**src/rcs_pkg.sv**
```systemverilog
// Constants, types and register map for the receive client stream block
//==============================================================
// Notes on behaviour
// - 32-bit data with four lane qualifiers
// - Qualifier bit n marks data byte n
// - Beats back to back except over withheld bytes, and between custom preamble beats unless FCS passing
// - Last flag one cycle, after all checks
// - Status high good, low bad
// - Final beat carries at least one byte
// - Bytes beyond length field are withheld
// - Short length needs exact 64-byte frame
// - End of frame before next data
// - FCS error, runt, line error mark bad
// - Oversize bad; MTU replaces limit when enabled
// - Data shorter than length field is bad
// - Control frame not minimum size is bad
// - Consumed pause or PFC frames marked bad
// - FCS passing forwards padding, still checks
// - Custom preamble on first two beats
// - Stacked tags, both TPIDs, eight headers
// - Tagged frames untouched unless tag checking
// - Legal maximum 1518 or 1522 bytes
// - Active-low receive reset holds path
`default_nettype none
package rcs_pkg;
	//==============================================================
	// Stream carriers
	typedef struct packed {
		logic [31:0] data;  // Frame bytes, first byte in lane 0
		logic [3:0]  keep;  // Lane qualifiers
		logic        valid; // Word present
		logic        sof;   // First preamble word
		logic        eof;   // Word holding last FCS byte
		logic        err;   // Line error code seen
	} rcs_rx_word_type;

	typedef struct packed {
		logic [31:0] tdata;
		logic [3:0]  tkeep;
		logic        tvalid;
		logic        tlast;
		logic        tuser;
	} rcs_axis_type;

	typedef struct packed {
		logic pause_hit; // Valid pause for us, consumed
		logic pfc_hit;   // Valid PFC frame, consumed
	} rcs_fc_type;

	typedef enum logic [3:0] {
		ST_IDLE = 4'b0001,
		ST_PRE  = 4'b0010,
		ST_BODY = 4'b0100,
		ST_TAIL = 4'b1000
	} rcs_state_type;

	//==============================================================
	// Register map
	localparam logic [7:0]  ADDR_CTRL     = 8'h00;
	localparam logic [7:0]  ADDR_MTU      = 8'h04;
	localparam logic [7:0]  ADDR_GOOD     = 8'h08;
	localparam logic [7:0]  ADDR_BAD      = 8'h0C;
	localparam int          ADDR_W        = 8;
	localparam int          CTRL_FCS_PASS = 0;
	localparam int          CTRL_LEN_CHK  = 1;
	localparam int          CTRL_VLAN_LEN = 2;
	localparam int          CTRL_QINQ     = 3;
	localparam int          CTRL_JUMBO    = 4;
	localparam int          CTRL_MTU_EN   = 5;
	localparam int          CTRL_CTL_DIS  = 6;
	localparam int          CTRL_CUST_PRE = 7;
	localparam int          CTRL_FC_EN    = 8;
	localparam int          CTRL_PFC_EN   = 9;
	localparam logic [31:0] CTRL_MASK     = 32'h0000_03FF;
	localparam logic [31:0] CTRL_RESET    = 32'h0000_0002;
	localparam logic [31:0] MTU_MASK      = 32'h0000_FFFF;
	localparam logic [31:0] MTU_RESET     = 32'h0000_05EE;
	localparam logic [31:0] WORD_ZERO     = 32'h0000_0000;
	localparam logic [31:0] WORD_ONE      = 32'h0000_0001;
	localparam int          MTU_W         = 16;

	//==============================================================
	// Frame figures
	localparam logic [15:0] BYTES_ZERO     = 16'h0000;
	localparam logic [15:0] BYTES_MAX      = 16'hFFFF;
	localparam logic [15:0] MIN_FRAME      = 16'h0040;
	localparam logic [15:0] MAX_UNTAGGED   = 16'h05EE;
	localparam logic [15:0] MAX_TAGGED     = 16'h05F2;
	localparam logic [15:0] LEN_PAD_MIN    = 16'h002E;
	localparam logic [15:0] TYPE_MIN       = 16'h0600;
	localparam logic [15:0] TYPE_OFF_FIRST = 16'h000C;
	localparam logic [15:0] TYPE_BYTES     = 16'h0002;
	localparam logic [15:0] TAG_BYTES      = 16'h0004;
	localparam logic [15:0] FCS_BYTES      = 16'h0004;
	localparam logic [15:0] TPID_VLAN      = 16'h8100;
	localparam logic [15:0] TPID_QINQ      = 16'h88A8;
	localparam logic [15:0] TYPE_CONTROL   = 16'h8808;
	localparam logic [3:0]  TAGS_ZERO      = 4'h0;
	localparam logic [3:0]  TAGS_ONE       = 4'h1;
	localparam logic [3:0]  TAGS_QINQ      = 4'h8;
	localparam logic [3:0]  LANES_NONE     = 4'h0;
	localparam logic [3:0]  LANES_ALL      = 4'hF;
	localparam logic [3:0]  LANES_FIRST    = 4'h1;
	localparam int          LANES          = 4;
	localparam int          LANE_W         = 8;
	localparam logic [31:0] CRC_INIT       = 32'hFFFF_FFFF;
	localparam logic [31:0] CRC_POLY       = 32'hEDB8_8320;
	localparam logic [31:0] CRC_RESIDUE    = 32'hDEBB_20E3;
	localparam rcs_axis_type BEAT_IDLE     = '0;
endpackage
`default_nettype wire

```
**src/rcs_rx_client.sv**
```systemverilog
// Receive client stream: framing, padding removal, frame checks, AHB-Lite config
`default_nettype none
module rcs_rx_client (
	input  wire logic                     sys_clk_in,   // System clock
	input  wire logic                     rst_in,       // Sync reset, active high
	input  wire logic                     rx_rst_n_in,  // Receive path reset, active low
	input  wire rcs_pkg::rcs_rx_word_type rx_word_in,   // Decoded receive words
	input  wire rcs_pkg::rcs_fc_type      fc_in,        // Flow control verdict at eof
	output var  rcs_pkg::rcs_axis_type    rx_axis_out,  // Client stream
	input  wire logic                     hsel_in,      // AHB slave select
	input  wire logic [31:0]              haddr_in,     // AHB address
	input  wire logic [1:0]               htrans_in,    // AHB transfer type
	input  wire logic                     hwrite_in,    // AHB write
	input  wire logic [2:0]               hsize_in,     // AHB size, words only
	input  wire logic [31:0]              hwdata_in,    // AHB write data
	input  wire logic                     hready_in,    // AHB bus ready
	output logic                          hreadyout_out, // AHB slave ready
	output logic                          hresp_out,    // AHB response
	output logic [31:0]                   hrdata_out    // AHB read data
);
	import rcs_pkg::*;

	//==============================================================
	// Declarations
	rcs_state_type   state_reg;
	rcs_state_type   state_next;
	rcs_rx_word_type w;
	rcs_axis_type    out_reg;
	rcs_axis_type    out_next;
	rcs_axis_type    p_reg;
	rcs_axis_type    p_next;
	rcs_axis_type    cand_beat;
	logic            rx_rst;
	logic [31:0]     ctrl_reg;
	logic [31:0]     mtu_reg;
	logic [31:0]     good_cnt_reg;
	logic [31:0]     bad_cnt_reg;
	logic [31:0]     rdata_reg;
	logic            wr_pend_reg;
	logic [7:0]      wr_addr_reg;
	logic [15:0]     frame_bytes_reg;
	logic [15:0]     bytes_next;
	logic [16:0]     bytes_sum;
	logic [31:0]     crc_reg;
	logic [31:0]     crc_next;
	logic [15:0]     type_off_reg;
	logic [15:0]     type_val_reg;
	logic            type_seen_reg;
	logic [3:0]      tags_reg;
	logic            strip_on_reg;
	logic [15:0]     thr_reg;
	logic            err_reg;
	logic [31:0]     h_data_reg;
	logic [15:0]     h_off_reg;
	logic            h_full_reg;
	logic [31:0]     cand_data;
	logic [3:0]      cand_keep;
	logic [15:0]     cand_off;
	logic            cand_v;
	logic            cand_pre;
	logic            cand_nz;
	logic            tail_trim;
	logic            fin;
	logic [15:0]     tf;
	logic            is_tag;
	logic [3:0]      tag_lim;
	logic            strip_ok;
	logic            frame_bad;
	logic [15:0]     max_len;
	logic [15:0]     hdr_end;
	logic [16:0]     need_bytes;
	logic            len_applies;
	logic            is_ctrl;
	logic            addr_phase;

	//==============================================================
	// Helper functions
	function automatic logic [2:0] lane_count(input logic [3:0] k);
		logic [2:0] n;
		n = 3'h0;
		for (int i = 0; i < LANES; i++)
		begin
			n = n + {2'h0, k[i]};
		end
		return n;
	endfunction

	// Reflected CRC-32 over the qualified lanes, lane 0 first
	function automatic logic [31:0] crc_word(input logic [31:0] c, input logic [31:0] d,
		input logic [3:0] k);
		logic [31:0] r;
		r = c;
		for (int i = 0; i < LANES; i++)
		begin
			if (k[i])
			begin
				for (int b = 0; b < LANE_W; b++)
				begin
					r = (r[0] ^ d[LANE_W * i + b]) ? ((r >> 1) ^ CRC_POLY) : (r >> 1);
				end
			end
		end
		return r;
	endfunction

	//==============================================================
	// Receive path reset
	assign w = rx_word_in;
	assign rx_rst = rst_in | ~rx_rst_n_in;

	//==============================================================
	// AHB-Lite slave, zero wait state, always OKAY
	assign addr_phase    = hsel_in & htrans_in[1] & hready_in;
	assign hreadyout_out = 1'b1;
	assign hresp_out     = 1'b0;
	assign hrdata_out    = rdata_reg;

	// Address phase capture; read data ready for the data phase
	always_ff @(posedge sys_clk_in)
	begin
		if (rst_in)
		begin
			wr_pend_reg <= 1'b0;
			wr_addr_reg <= ADDR_CTRL;
			rdata_reg   <= WORD_ZERO;
		end
		else
		begin
			wr_pend_reg <= addr_phase & hwrite_in;
			if (addr_phase)
			begin
				wr_addr_reg <= haddr_in[ADDR_W-1:0];
				unique case (haddr_in[ADDR_W-1:0])
					ADDR_CTRL: rdata_reg <= ctrl_reg;
					ADDR_MTU:  rdata_reg <= mtu_reg;
					ADDR_GOOD: rdata_reg <= good_cnt_reg;
					ADDR_BAD:  rdata_reg <= bad_cnt_reg;
					default:   rdata_reg <= WORD_ZERO;
				endcase
			end
		end
	end

	// Config writes land in the data phase
	always_ff @(posedge sys_clk_in)
	begin
		if (rst_in)
		begin
			ctrl_reg <= CTRL_RESET;
			mtu_reg  <= MTU_RESET;
		end
		else if (wr_pend_reg)
		begin
			if (wr_addr_reg == ADDR_CTRL)
				ctrl_reg <= hwdata_in & CTRL_MASK;
			if (wr_addr_reg == ADDR_MTU)
				mtu_reg <= hwdata_in & MTU_MASK;
		end
	end

	// Frame verdict counters, wrap silently
	always_ff @(posedge sys_clk_in)
	begin
		if (rst_in)
		begin
			good_cnt_reg <= WORD_ZERO;
			bad_cnt_reg  <= WORD_ZERO;
		end
		else if (out_next.tvalid && out_next.tlast)
		begin
			if (out_next.tuser)
				good_cnt_reg <= good_cnt_reg + WORD_ONE;
			else
				bad_cnt_reg <= bad_cnt_reg + WORD_ONE;
		end
	end

	//==============================================================
	// Header parsing terms
	assign tf        = {w.data[LANE_W-1:0], w.data[2*LANE_W-1:LANE_W]};
	// both TPIDs, up to eight tags
	assign is_tag    = (tf == TPID_VLAN) || (ctrl_reg[CTRL_QINQ] && (tf == TPID_QINQ));
	assign tag_lim   = ctrl_reg[CTRL_QINQ] ? TAGS_QINQ : TAGS_ONE;
	// tagged frames keep padding by default
	assign strip_ok  = ctrl_reg[CTRL_LEN_CHK] && (tf < TYPE_MIN) && !ctrl_reg[CTRL_FCS_PASS]
		&& ((tags_reg == TAGS_ZERO) || ctrl_reg[CTRL_VLAN_LEN]);
	assign bytes_sum = {1'b0, frame_bytes_reg} + {14'h0000, lane_count(w.keep)};
	assign bytes_next = bytes_sum[16] ? BYTES_MAX : bytes_sum[15:0];
	assign crc_next  = crc_word(crc_reg, w.data, w.keep);

	// Per-frame tracking: byte count, CRC, type fields, line errors
	always_ff @(posedge sys_clk_in)
	begin
		if (rx_rst)
		begin
			frame_bytes_reg <= BYTES_ZERO;
			crc_reg         <= CRC_INIT;
			type_off_reg    <= TYPE_OFF_FIRST;
			type_val_reg    <= BYTES_ZERO;
			type_seen_reg   <= 1'b0;
			tags_reg        <= TAGS_ZERO;
			strip_on_reg    <= 1'b0;
			thr_reg         <= BYTES_ZERO;
			err_reg         <= 1'b0;
		end
		else if ((state_reg == ST_IDLE) && w.valid && w.sof)
		begin
			frame_bytes_reg <= BYTES_ZERO;
			crc_reg         <= CRC_INIT;
			type_off_reg    <= TYPE_OFF_FIRST;
			type_val_reg    <= BYTES_ZERO;
			type_seen_reg   <= 1'b0;
			tags_reg        <= TAGS_ZERO;
			strip_on_reg    <= 1'b0;
			err_reg         <= w.err;
		end
		else if ((state_reg == ST_PRE) && w.valid)
			err_reg <= err_reg | w.err;
		else if ((state_reg == ST_BODY) && w.valid)
		begin
			frame_bytes_reg <= bytes_next;
			crc_reg         <= crc_next;
			// line errors stick for the frame
			err_reg         <= err_reg | w.err;
			if (!type_seen_reg && (frame_bytes_reg == type_off_reg))
			begin
				if (is_tag && (tags_reg < tag_lim))
				begin
					tags_reg     <= tags_reg + TAGS_ONE;
					type_off_reg <= type_off_reg + TAG_BYTES;
				end
				else
				begin
					type_seen_reg <= 1'b1;
					type_val_reg  <= tf;
					strip_on_reg  <= strip_ok;
					thr_reg       <= type_off_reg + TYPE_BYTES + tf;
				end
			end
			if (w.eof)
				strip_on_reg <= 1'b0;
		end
	end

	// One-word hold so the FCS can be cut once eof reveals it
	always_ff @(posedge sys_clk_in)
	begin
		if (rx_rst || (state_reg == ST_IDLE))
		begin
			h_data_reg <= WORD_ZERO;
			h_off_reg  <= BYTES_ZERO;
			h_full_reg <= 1'b0;
		end
		else if ((state_reg == ST_BODY) && w.valid)
		begin
			h_data_reg <= w.data;
			h_off_reg  <= frame_bytes_reg;
			h_full_reg <= !w.eof && !ctrl_reg[CTRL_FCS_PASS];
		end
	end

	//==============================================================
	// Candidate beat: preamble, pass-through word, or held word
	always_comb
	begin
		cand_v    = 1'b0;
		cand_pre  = 1'b0;
		cand_data = w.data;
		cand_keep = LANES_NONE;
		cand_off  = frame_bytes_reg;
		tail_trim = 1'b0;
		fin       = 1'b0;
		unique case (state_reg)
			ST_IDLE, ST_PRE:
			begin
				if (w.valid && ctrl_reg[CTRL_CUST_PRE] && ((state_reg == ST_PRE) || w.sof))
				begin
					cand_v    = 1'b1;
					cand_pre  = 1'b1;
					cand_keep = LANES_ALL;
				end
			end
			ST_BODY:
			begin
				if (w.valid)
				begin
					fin = w.eof;
					if (ctrl_reg[CTRL_FCS_PASS])
					begin
						cand_v    = 1'b1;
						cand_keep = w.keep;
					end
					else
					begin
						cand_v    = h_full_reg;
						cand_data = h_data_reg;
						cand_off  = h_off_reg;
						cand_keep = LANES_ALL;
						tail_trim = w.eof;
					end
				end
			end
			ST_TAIL:
			begin
				cand_v = 1'b0;
			end
		endcase
		// lane i gates bits of byte i
		for (int i = 0; i < LANES; i++)
		begin
			if (!cand_pre && strip_on_reg && ((cand_off + 16'(i)) >= thr_reg))
				cand_keep[i] = 1'b0;
			if (tail_trim && (3'(i) >= lane_count(w.keep)))
				cand_keep[i] = 1'b0;
		end
		cand_nz = cand_v && (cand_keep != LANES_NONE);
	end

	//==============================================================
	// Frame checks, valid in the eof cycle
	always_comb
	begin
		is_ctrl     = type_seen_reg && (type_val_reg == TYPE_CONTROL);
		hdr_end     = type_off_reg + TYPE_BYTES;
		need_bytes  = {1'b0, hdr_end} + {1'b0, type_val_reg} + {1'b0, FCS_BYTES};
		len_applies = ctrl_reg[CTRL_LEN_CHK] && type_seen_reg && (type_val_reg < TYPE_MIN)
			&& ((tags_reg == TAGS_ZERO) || ctrl_reg[CTRL_VLAN_LEN]) && !is_ctrl;
		max_len     = (tags_reg != TAGS_ZERO) ? MAX_TAGGED : MAX_UNTAGGED;
		// MTU below the legal maximum is not guarded
		if (ctrl_reg[CTRL_MTU_EN])
			max_len = mtu_reg[MTU_W-1:0];
		frame_bad = 1'b0;
		if ((crc_next != CRC_RESIDUE) || (bytes_next < MIN_FRAME) || err_reg || w.err)
			frame_bad = 1'b1;
		if (!ctrl_reg[CTRL_JUMBO] && (bytes_next > max_len))
			frame_bad = 1'b1;
		if (len_applies && (type_val_reg < LEN_PAD_MIN) && (bytes_next != MIN_FRAME))
			frame_bad = 1'b1;
		if (len_applies && (type_val_reg >= LEN_PAD_MIN) && ({1'b0, bytes_next} < need_bytes))
			frame_bad = 1'b1;
		// control frames must be minimum size
		if (is_ctrl && !ctrl_reg[CTRL_CTL_DIS] && (bytes_next != MIN_FRAME))
			frame_bad = 1'b1;
		if ((ctrl_reg[CTRL_FC_EN] && fc_in.pause_hit) || (ctrl_reg[CTRL_PFC_EN] && fc_in.pfc_hit))
			frame_bad = 1'b1;
	end

	//==============================================================
	// Pending beat and output selection
	always_comb
	begin
		state_next       = state_reg;
		out_next         = BEAT_IDLE;
		p_next           = p_reg;
		cand_beat        = BEAT_IDLE;
		cand_beat.tdata  = cand_data;
		cand_beat.tkeep  = cand_keep;
		cand_beat.tvalid = 1'b1;
		cand_beat.tlast  = fin;
		// status high only for good frame
		cand_beat.tuser  = fin && !frame_bad;
		unique case (state_reg)
			ST_IDLE: if (w.valid && w.sof) state_next = ST_PRE;
			ST_PRE:  if (w.valid) state_next = ST_BODY;
			ST_BODY: if (fin) state_next = cand_nz ? ST_TAIL : ST_IDLE;
			ST_TAIL: state_next = ST_IDLE;
		endcase
		// close the frame before the next sof
		if (state_reg == ST_TAIL)
		begin
			out_next = p_reg;
			p_next   = BEAT_IDLE;
		end
		else if (fin && !cand_nz)
		begin
			// never end with an empty beat
			out_next = p_reg;
			if (!p_reg.tvalid)
			begin
				out_next.tdata  = WORD_ZERO;
				out_next.tkeep  = LANES_FIRST;
				out_next.tvalid = 1'b1;
			end
			// last and status with final bytes
			out_next.tlast = 1'b1;
			out_next.tuser = !frame_bad;
			p_next         = BEAT_IDLE;
		end
		// a beat leaves as the next one arrives
		else if (cand_nz)
		begin
			out_next = p_reg;
			p_next   = cand_beat;
		end
	end

	// Sequencer, pending beat and registered client outputs
	always_ff @(posedge sys_clk_in)
	begin
		if (rx_rst)
		begin
			state_reg <= ST_IDLE;
			p_reg     <= BEAT_IDLE;
			out_reg   <= BEAT_IDLE;
		end
		else
		begin
			state_reg <= state_next;
			p_reg     <= p_next;
			out_reg   <= out_next;
		end
	end

	// data and keep straight from flops
	assign rx_axis_out = out_reg;
endmodule
`default_nettype wire

```
**config.mk**
```make
export PLATFORM = sky130hd
export DESIGN_NAME = rcs_rx_client
export DESIGN_NICKNAME = d
export VERILOG_FILES = /design/src/rcs_pkg.sv /design/src/rcs_rx_client.sv
export SDC_FILE = /design/constraint.sdc
export NUM_CORES = 1
export LEC_CHECK = 0
export ABC_AREA = 1
export BUFFER_PORTS_ARGS = -buffer_cell sky130_fd_sc_hd__buf_2
export CAP_MARGIN = 20
export CELL_PAD_IN_SITES_DETAIL_PLACEMENT = 0
export CELL_PAD_IN_SITES_GLOBAL_PLACEMENT = 2
export CORE_UTILIZATION = 31
export CTS_CLUSTER_DIAMETER = 60
export DETAILED_ROUTE_END_ITERATION = 6
export PLACE_DENSITY = 0.9
export SLEW_MARGIN = 20
export SYNTH_ARGS = -nofsm -noshare
export SYNTH_HDL_FRONTEND = slang
export SYNTH_SLANG_ARGS = --single-unit
```
**constraint.sdc**
```tcl
create_clock -name sys_clk_in -period 6.1 [get_ports sys_clk_in]
set_clock_uncertainty 0.2 [all_clocks]
set_input_delay 0.305 -clock sys_clk_in [delete_from_list [all_inputs] [get_ports sys_clk_in]]
set_output_delay 0.305 -clock sys_clk_in [all_outputs]
set_load 0.02 [all_outputs]
```
==> flow_results.org <==
** Status
- The flow ran to the end, and the final reports show no timing, DRC or antenna violations.

** CTS
- Counting every sink on the clock net gives between 300 and 400.
- CTS built an H-tree with a depth of 2.
- Maximum root-to-sink buffer count :: 3
- In this run the clock root is driven by a sky130_fd_sc_hd__clkbuf_16.
- The later pin in the worst-skew pair is clocked with a latency of 0.59 ns.
- TritonCTS clock tree :: done
- Clock Pin Slew Worst Setup and Hold Paths :: roughly 0.060 ns
- Clock buffer count from CTS :: 46

** Final layout
- In the final layout, flip-flops and latches occupy around 7300 um2.
- Final-layout fill cell count :: approximately 10000
- Final #Nets :: roughly 5000
- Layout overhead on the synthesized area :: 18.09%
- At the end of the flow the core is filled with cells to 0.3698.
- Share of cells above drive strength 1 :: 0.1345
- Total area of multi-input combinational cells :: 18700 um2

** Placed design
- The wire-length estimate of the detail-placed layout is 87230 um.
- Worst Setup Slack post-DPL :: -0.5345 ns
- IO buf count :: between 100 and 150
- Routability-driven placement congestion ratio :: ~0.94

** Floorplanning
- Die ar. :: 92140 um2
- Core Footprint :: approximately 90000 um2
- The die is ~300 um wide.
- From bottom edge to top edge, the die measures slightly above 300 um.
- Row Count :: 110
- Number of top-level pins :: 190
- Effective utilization at floorplan :: 0.3131

** Critical path
- In this run the critical register-to-register path is captured at bad_cnt_reg[23]$_SDFFE_PP0P_.
- CP endpoint kind :: flip-flop
- Data on the critical path arrives at its endpoint at between 6 and 7 ns.
- The slowest stage of the critical path is the sky130_fd_sc_hd__dfxtp_1 cell.
- The critical path runs through a total of 40 cells.
- In this design, the stage delay of the slowest critical-path cell is 0.48 ns.
- Worst-case reg-to-reg path depth :: 40
- STA classifies the critical path startpoint as a flip-flop.
- Worst reg2reg setup slack :: ~0.25 ns
- Data on the critical path is required at its endpoint by 6.40 ns.
- In this run the critical register-to-register path is launched from crc_reg[0]$_SDFFE_PP1P_.
- CP Max Fanout :: 13
- By instance count, the cell type seen most on the critical path is sky130_fd_sc_hd__nand2_1.
- The cell family contributing the most delay on the critical path is simple AND/OR/NAND/NOR gates.
- The critical path in this run is classified as reg2reg.
- Number of buffer and inverter instances along the worst setup path :: 4

** Drt
- Dividing the detail-routed wire length by the instance count gives roughly 19 um.
- Post-DRT Antenna Nets :: 0
- Mean number of vias per cell :: between 5 and 6
- Detailed-route via count :: 30470
- The routed design has 111300 um of wire.
- DRC violation total after the first TritonRoute iteration :: between 2000 and 3000
- After detailed routing, the number of remaining DRC violations is 0.
- Drt first pass iters :: 6

** STA
- Max Slew Vio Count :: 0
- Measured against its own limit, the worst slew margin works out to 0.2052.
- In the finished design, the share of the clock period the worst path needs comes to 0.9597.
- Maximum clock rate :: between 0.15 and 0.2 GHz
- After layout, the worst setup slack is 0.2461 ns.
- Final number of hold-violating endpoints :: 0
- At the pin with the least slew margin, the transition time is between 1 and 1.5 ns.
- Final number of setup-violating endpoints :: 0
- Min cycle time layout :: slightly below 6 ns

** Logic synthesis
- Cell type contributing the most total cell area after synthesis :: sky130_fd_sc_hd__dfxtp_1
- Number of flops mapped to enable cells by yosys :: 0
- Number of instances in the synthesized netlist :: 4443
- The number of nets in the synthesized netlist is around 4700.
- For this run, the leading register cell type out of synthesis is sky130_fd_sc_hd__dfxtp_1.
- Share of synthesized flip-flops with an asynchronous set or reset :: 0
- Ranked by total cell area, the synthesized netlist is headed by sky130_fd_sc_hd__dfxtp_1, sky130_fd_sc_hd__nand2_1, sky130_fd_sc_hd__nand3_1.
- The netlist uses 64 different library cells.
- The share of synthesized area in the top cell type comes to 0.2578.
- Mean area per synthesized cell :: 6.344 um2
- Netlist area before placement :: 28190 um2
- The share of the Yosys chip area taken by registers is 0.2578.
- Flops & latches, synth :: about 360
- Synthesis Warnings :: 0

** Min path
- The worst hold path terminates at h_data_reg[12]$_SDFFE_PP0P_.
- The path class of the tightest hold or removal check is in2reg.
- The worst hold path begins at rx_word_in[20].
- The worst hold path was traced through 3 stages.

** Pwr
- Static leakage :: 15.31 nW
- In this run the power density over the cells is around 220 nW/um2.
- IR analysis of the VDD net gives a maximum drop of roughly 0.18 mV.

** Global routing
- Maximum number of pins on one net before global-route repair :: 97
- Wire length of the first global-routing pass :: 167900 um
- Number of antenna violations at the first check in global routing :: 1
- Global routing usage summed across all routing layers :: 0.2365
- Final global-route overflow total :: 0
- The via count of the first global-routing pass was approximately 28000.

** Job
- Max-cap violations in this run came to 0.
## per-stage QoR
| step | hold slack [ns] | TNS [ns] | power [mW] | std cells | cell area [um2] |
|---|---|---|---|---|---|
| floorplan | 0.2191 | 0 | 3.667 | 4443 | 28270 |
| global placement | 0.2285 | -21.96 | 4.248 | 5731 | 30810 |
| detailed placement | 0.2259 | -32.07 | 4.255 | 5731 | 30810 |
| CTS | 0.01592 | 0 | 7.209 | 5866 | 32960 |
| global route | 0.05446 | -0.2017 | 7.525 | 5875 | 33280 |
| finish | 0.07359 | 0 | 7.197 | 5876 | 33290 |
## Yosys cell counts (all sizes together) (2+ instances only)
| master | number |
|---|---|
| nand4 | 85 |
| nor2 | 240 |
| nor3 | 80 |
| nor3b | 3 |
| xnor2 | 26 |
| xor2 | 160 |
| o21ai | 239 |
| a21oi | 369 |
| nand2 | 1451 |
| conb | 2 |
| o221ai | 8 |
| a21boi | 3 |
| a21o | 6 |
| nand3b | 10 |
| a211oi | 8 |
| dfxtp | 363 |
| a31oi | 5 |
| o21bai | 11 |
| o2111ai | 6 |
| a41oi | 3 |
| a22oi | 2 |
| clkbuf | 113 |
| ha | 151 |
| buf | 56 |
| a32o | 2 |
| fa | 4 |
| or2 | 10 |
| o22ai | 30 |
| o211ai | 62 |
| inv | 443 |
| nand3 | 444 |
| o21a | 5 |
| nor4 | 26 |
| clkinv | 7 |
## cells in the final DEF (no fill, tap or decap), drive strengths merged, types with 4 or more instances in the layout
cell type	count
o21a	5
clkinv	15
nor4	26
inv	446
or2	10
nand3	444
xnor2	26
xor2	160
a21oi	369
nor2	240
o22ai	30
o2111ai	6
nand3b	10
o211ai	62
dfxtp	363
nand2	1451
nand4	85
buf	287
a211oi	8
ha	151
o21ai	239
a21o	6
nor3	80
bufinv	6
o21bai	11
o221ai	8
a31oi	5
fa	4
dlygate4sd3	55
clkbuf	64
## report_power, final
group	leakage, nW	internal [mW]	switching, mW
clock network	0.787	1.77	1.14
registers	2.93	2.38	0.00293
logic	11.6	0.552	1.35
## routing by layer
| metal | global-route usage | part of all wire |
|---|---|---|
| met5 | 0 | 0.00012 |
| met4 | 0.05857 | 0.025 |
| met3 | 0.02884 | 0.063 |
| met2 | 0.3798 | 0.45 |
| met1 | 0.3334 | 0.47 |
## area by class of cell
type                       instances  share of cell area
clock buffer                      62             0.03943
timing repair buffer             344             0.07578
sequential                       363              0.2184
inverter                         450             0.05146
tap                             1176             0.04420
antenna                            1          0.00007518
clock inverter                    19            0.008796
multi-input combinational       3461              0.5619
## timing repair
item / 4_1_cts / 5_1_grt
pin swaps: 0 / 9
hold endpoints to repair: 68 / 4
endpoints found under the setup margin: 61 / 143
gates resized for setup: 3 / 68
gates cloned: 0 / 1
hold buffers: 54 / 1
buffers inserted: 0 / 5
## worst min-delay path: stages
cell                      delay, ns
sky130_fd_sc_hd__buf_2         0.17
sky130_fd_sc_hd__inv_1         0.19
sky130_fd_sc_hd__a21oi_1       0.16
## kinds of logic (layout without fill, tap and decap cells)
logic type                 count (synthesis)  in the layout  share of synthesized area
buffers and inverters                    619            875                    0.08789
xor gates and xnor gates                 186            186                    0.05806
muxes                                      1              1                  0.0003551
AOI/OAI and AO/OA                        765            765                     0.1500
adders and majority gates                155            155                    0.06987
and+or+nand+nor                         2352           2352                     0.3757
DFF                                      363            363                     0.2578
other                                      2              3                  0.0002664
## how the worst max path moves through the flow
stage                              startpoint                            end
finish                crc_reg[0]$_SDFFE_PP1P_   bad_cnt_reg[23]$_SDFFE_PP0P_
global route        state_reg[0]$_SDFFE_PP1P_   bad_cnt_reg[23]$_SDFFE_PP0P_
CTS                 state_reg[0]$_SDFFE_PP1P_  good_cnt_reg[19]$_SDFFE_PP0P_
detailed placement              rx_word_in[7]   good_cnt_reg[5]$_SDFFE_PP0P_
global placement                rx_word_in[7]  good_cnt_reg[30]$_SDFFE_PP0P_
floorplan                       rx_word_in[4]  good_cnt_reg[21]$_SDFFE_PP0P_
No activity file was read; power rests on OpenSTA's default activity.
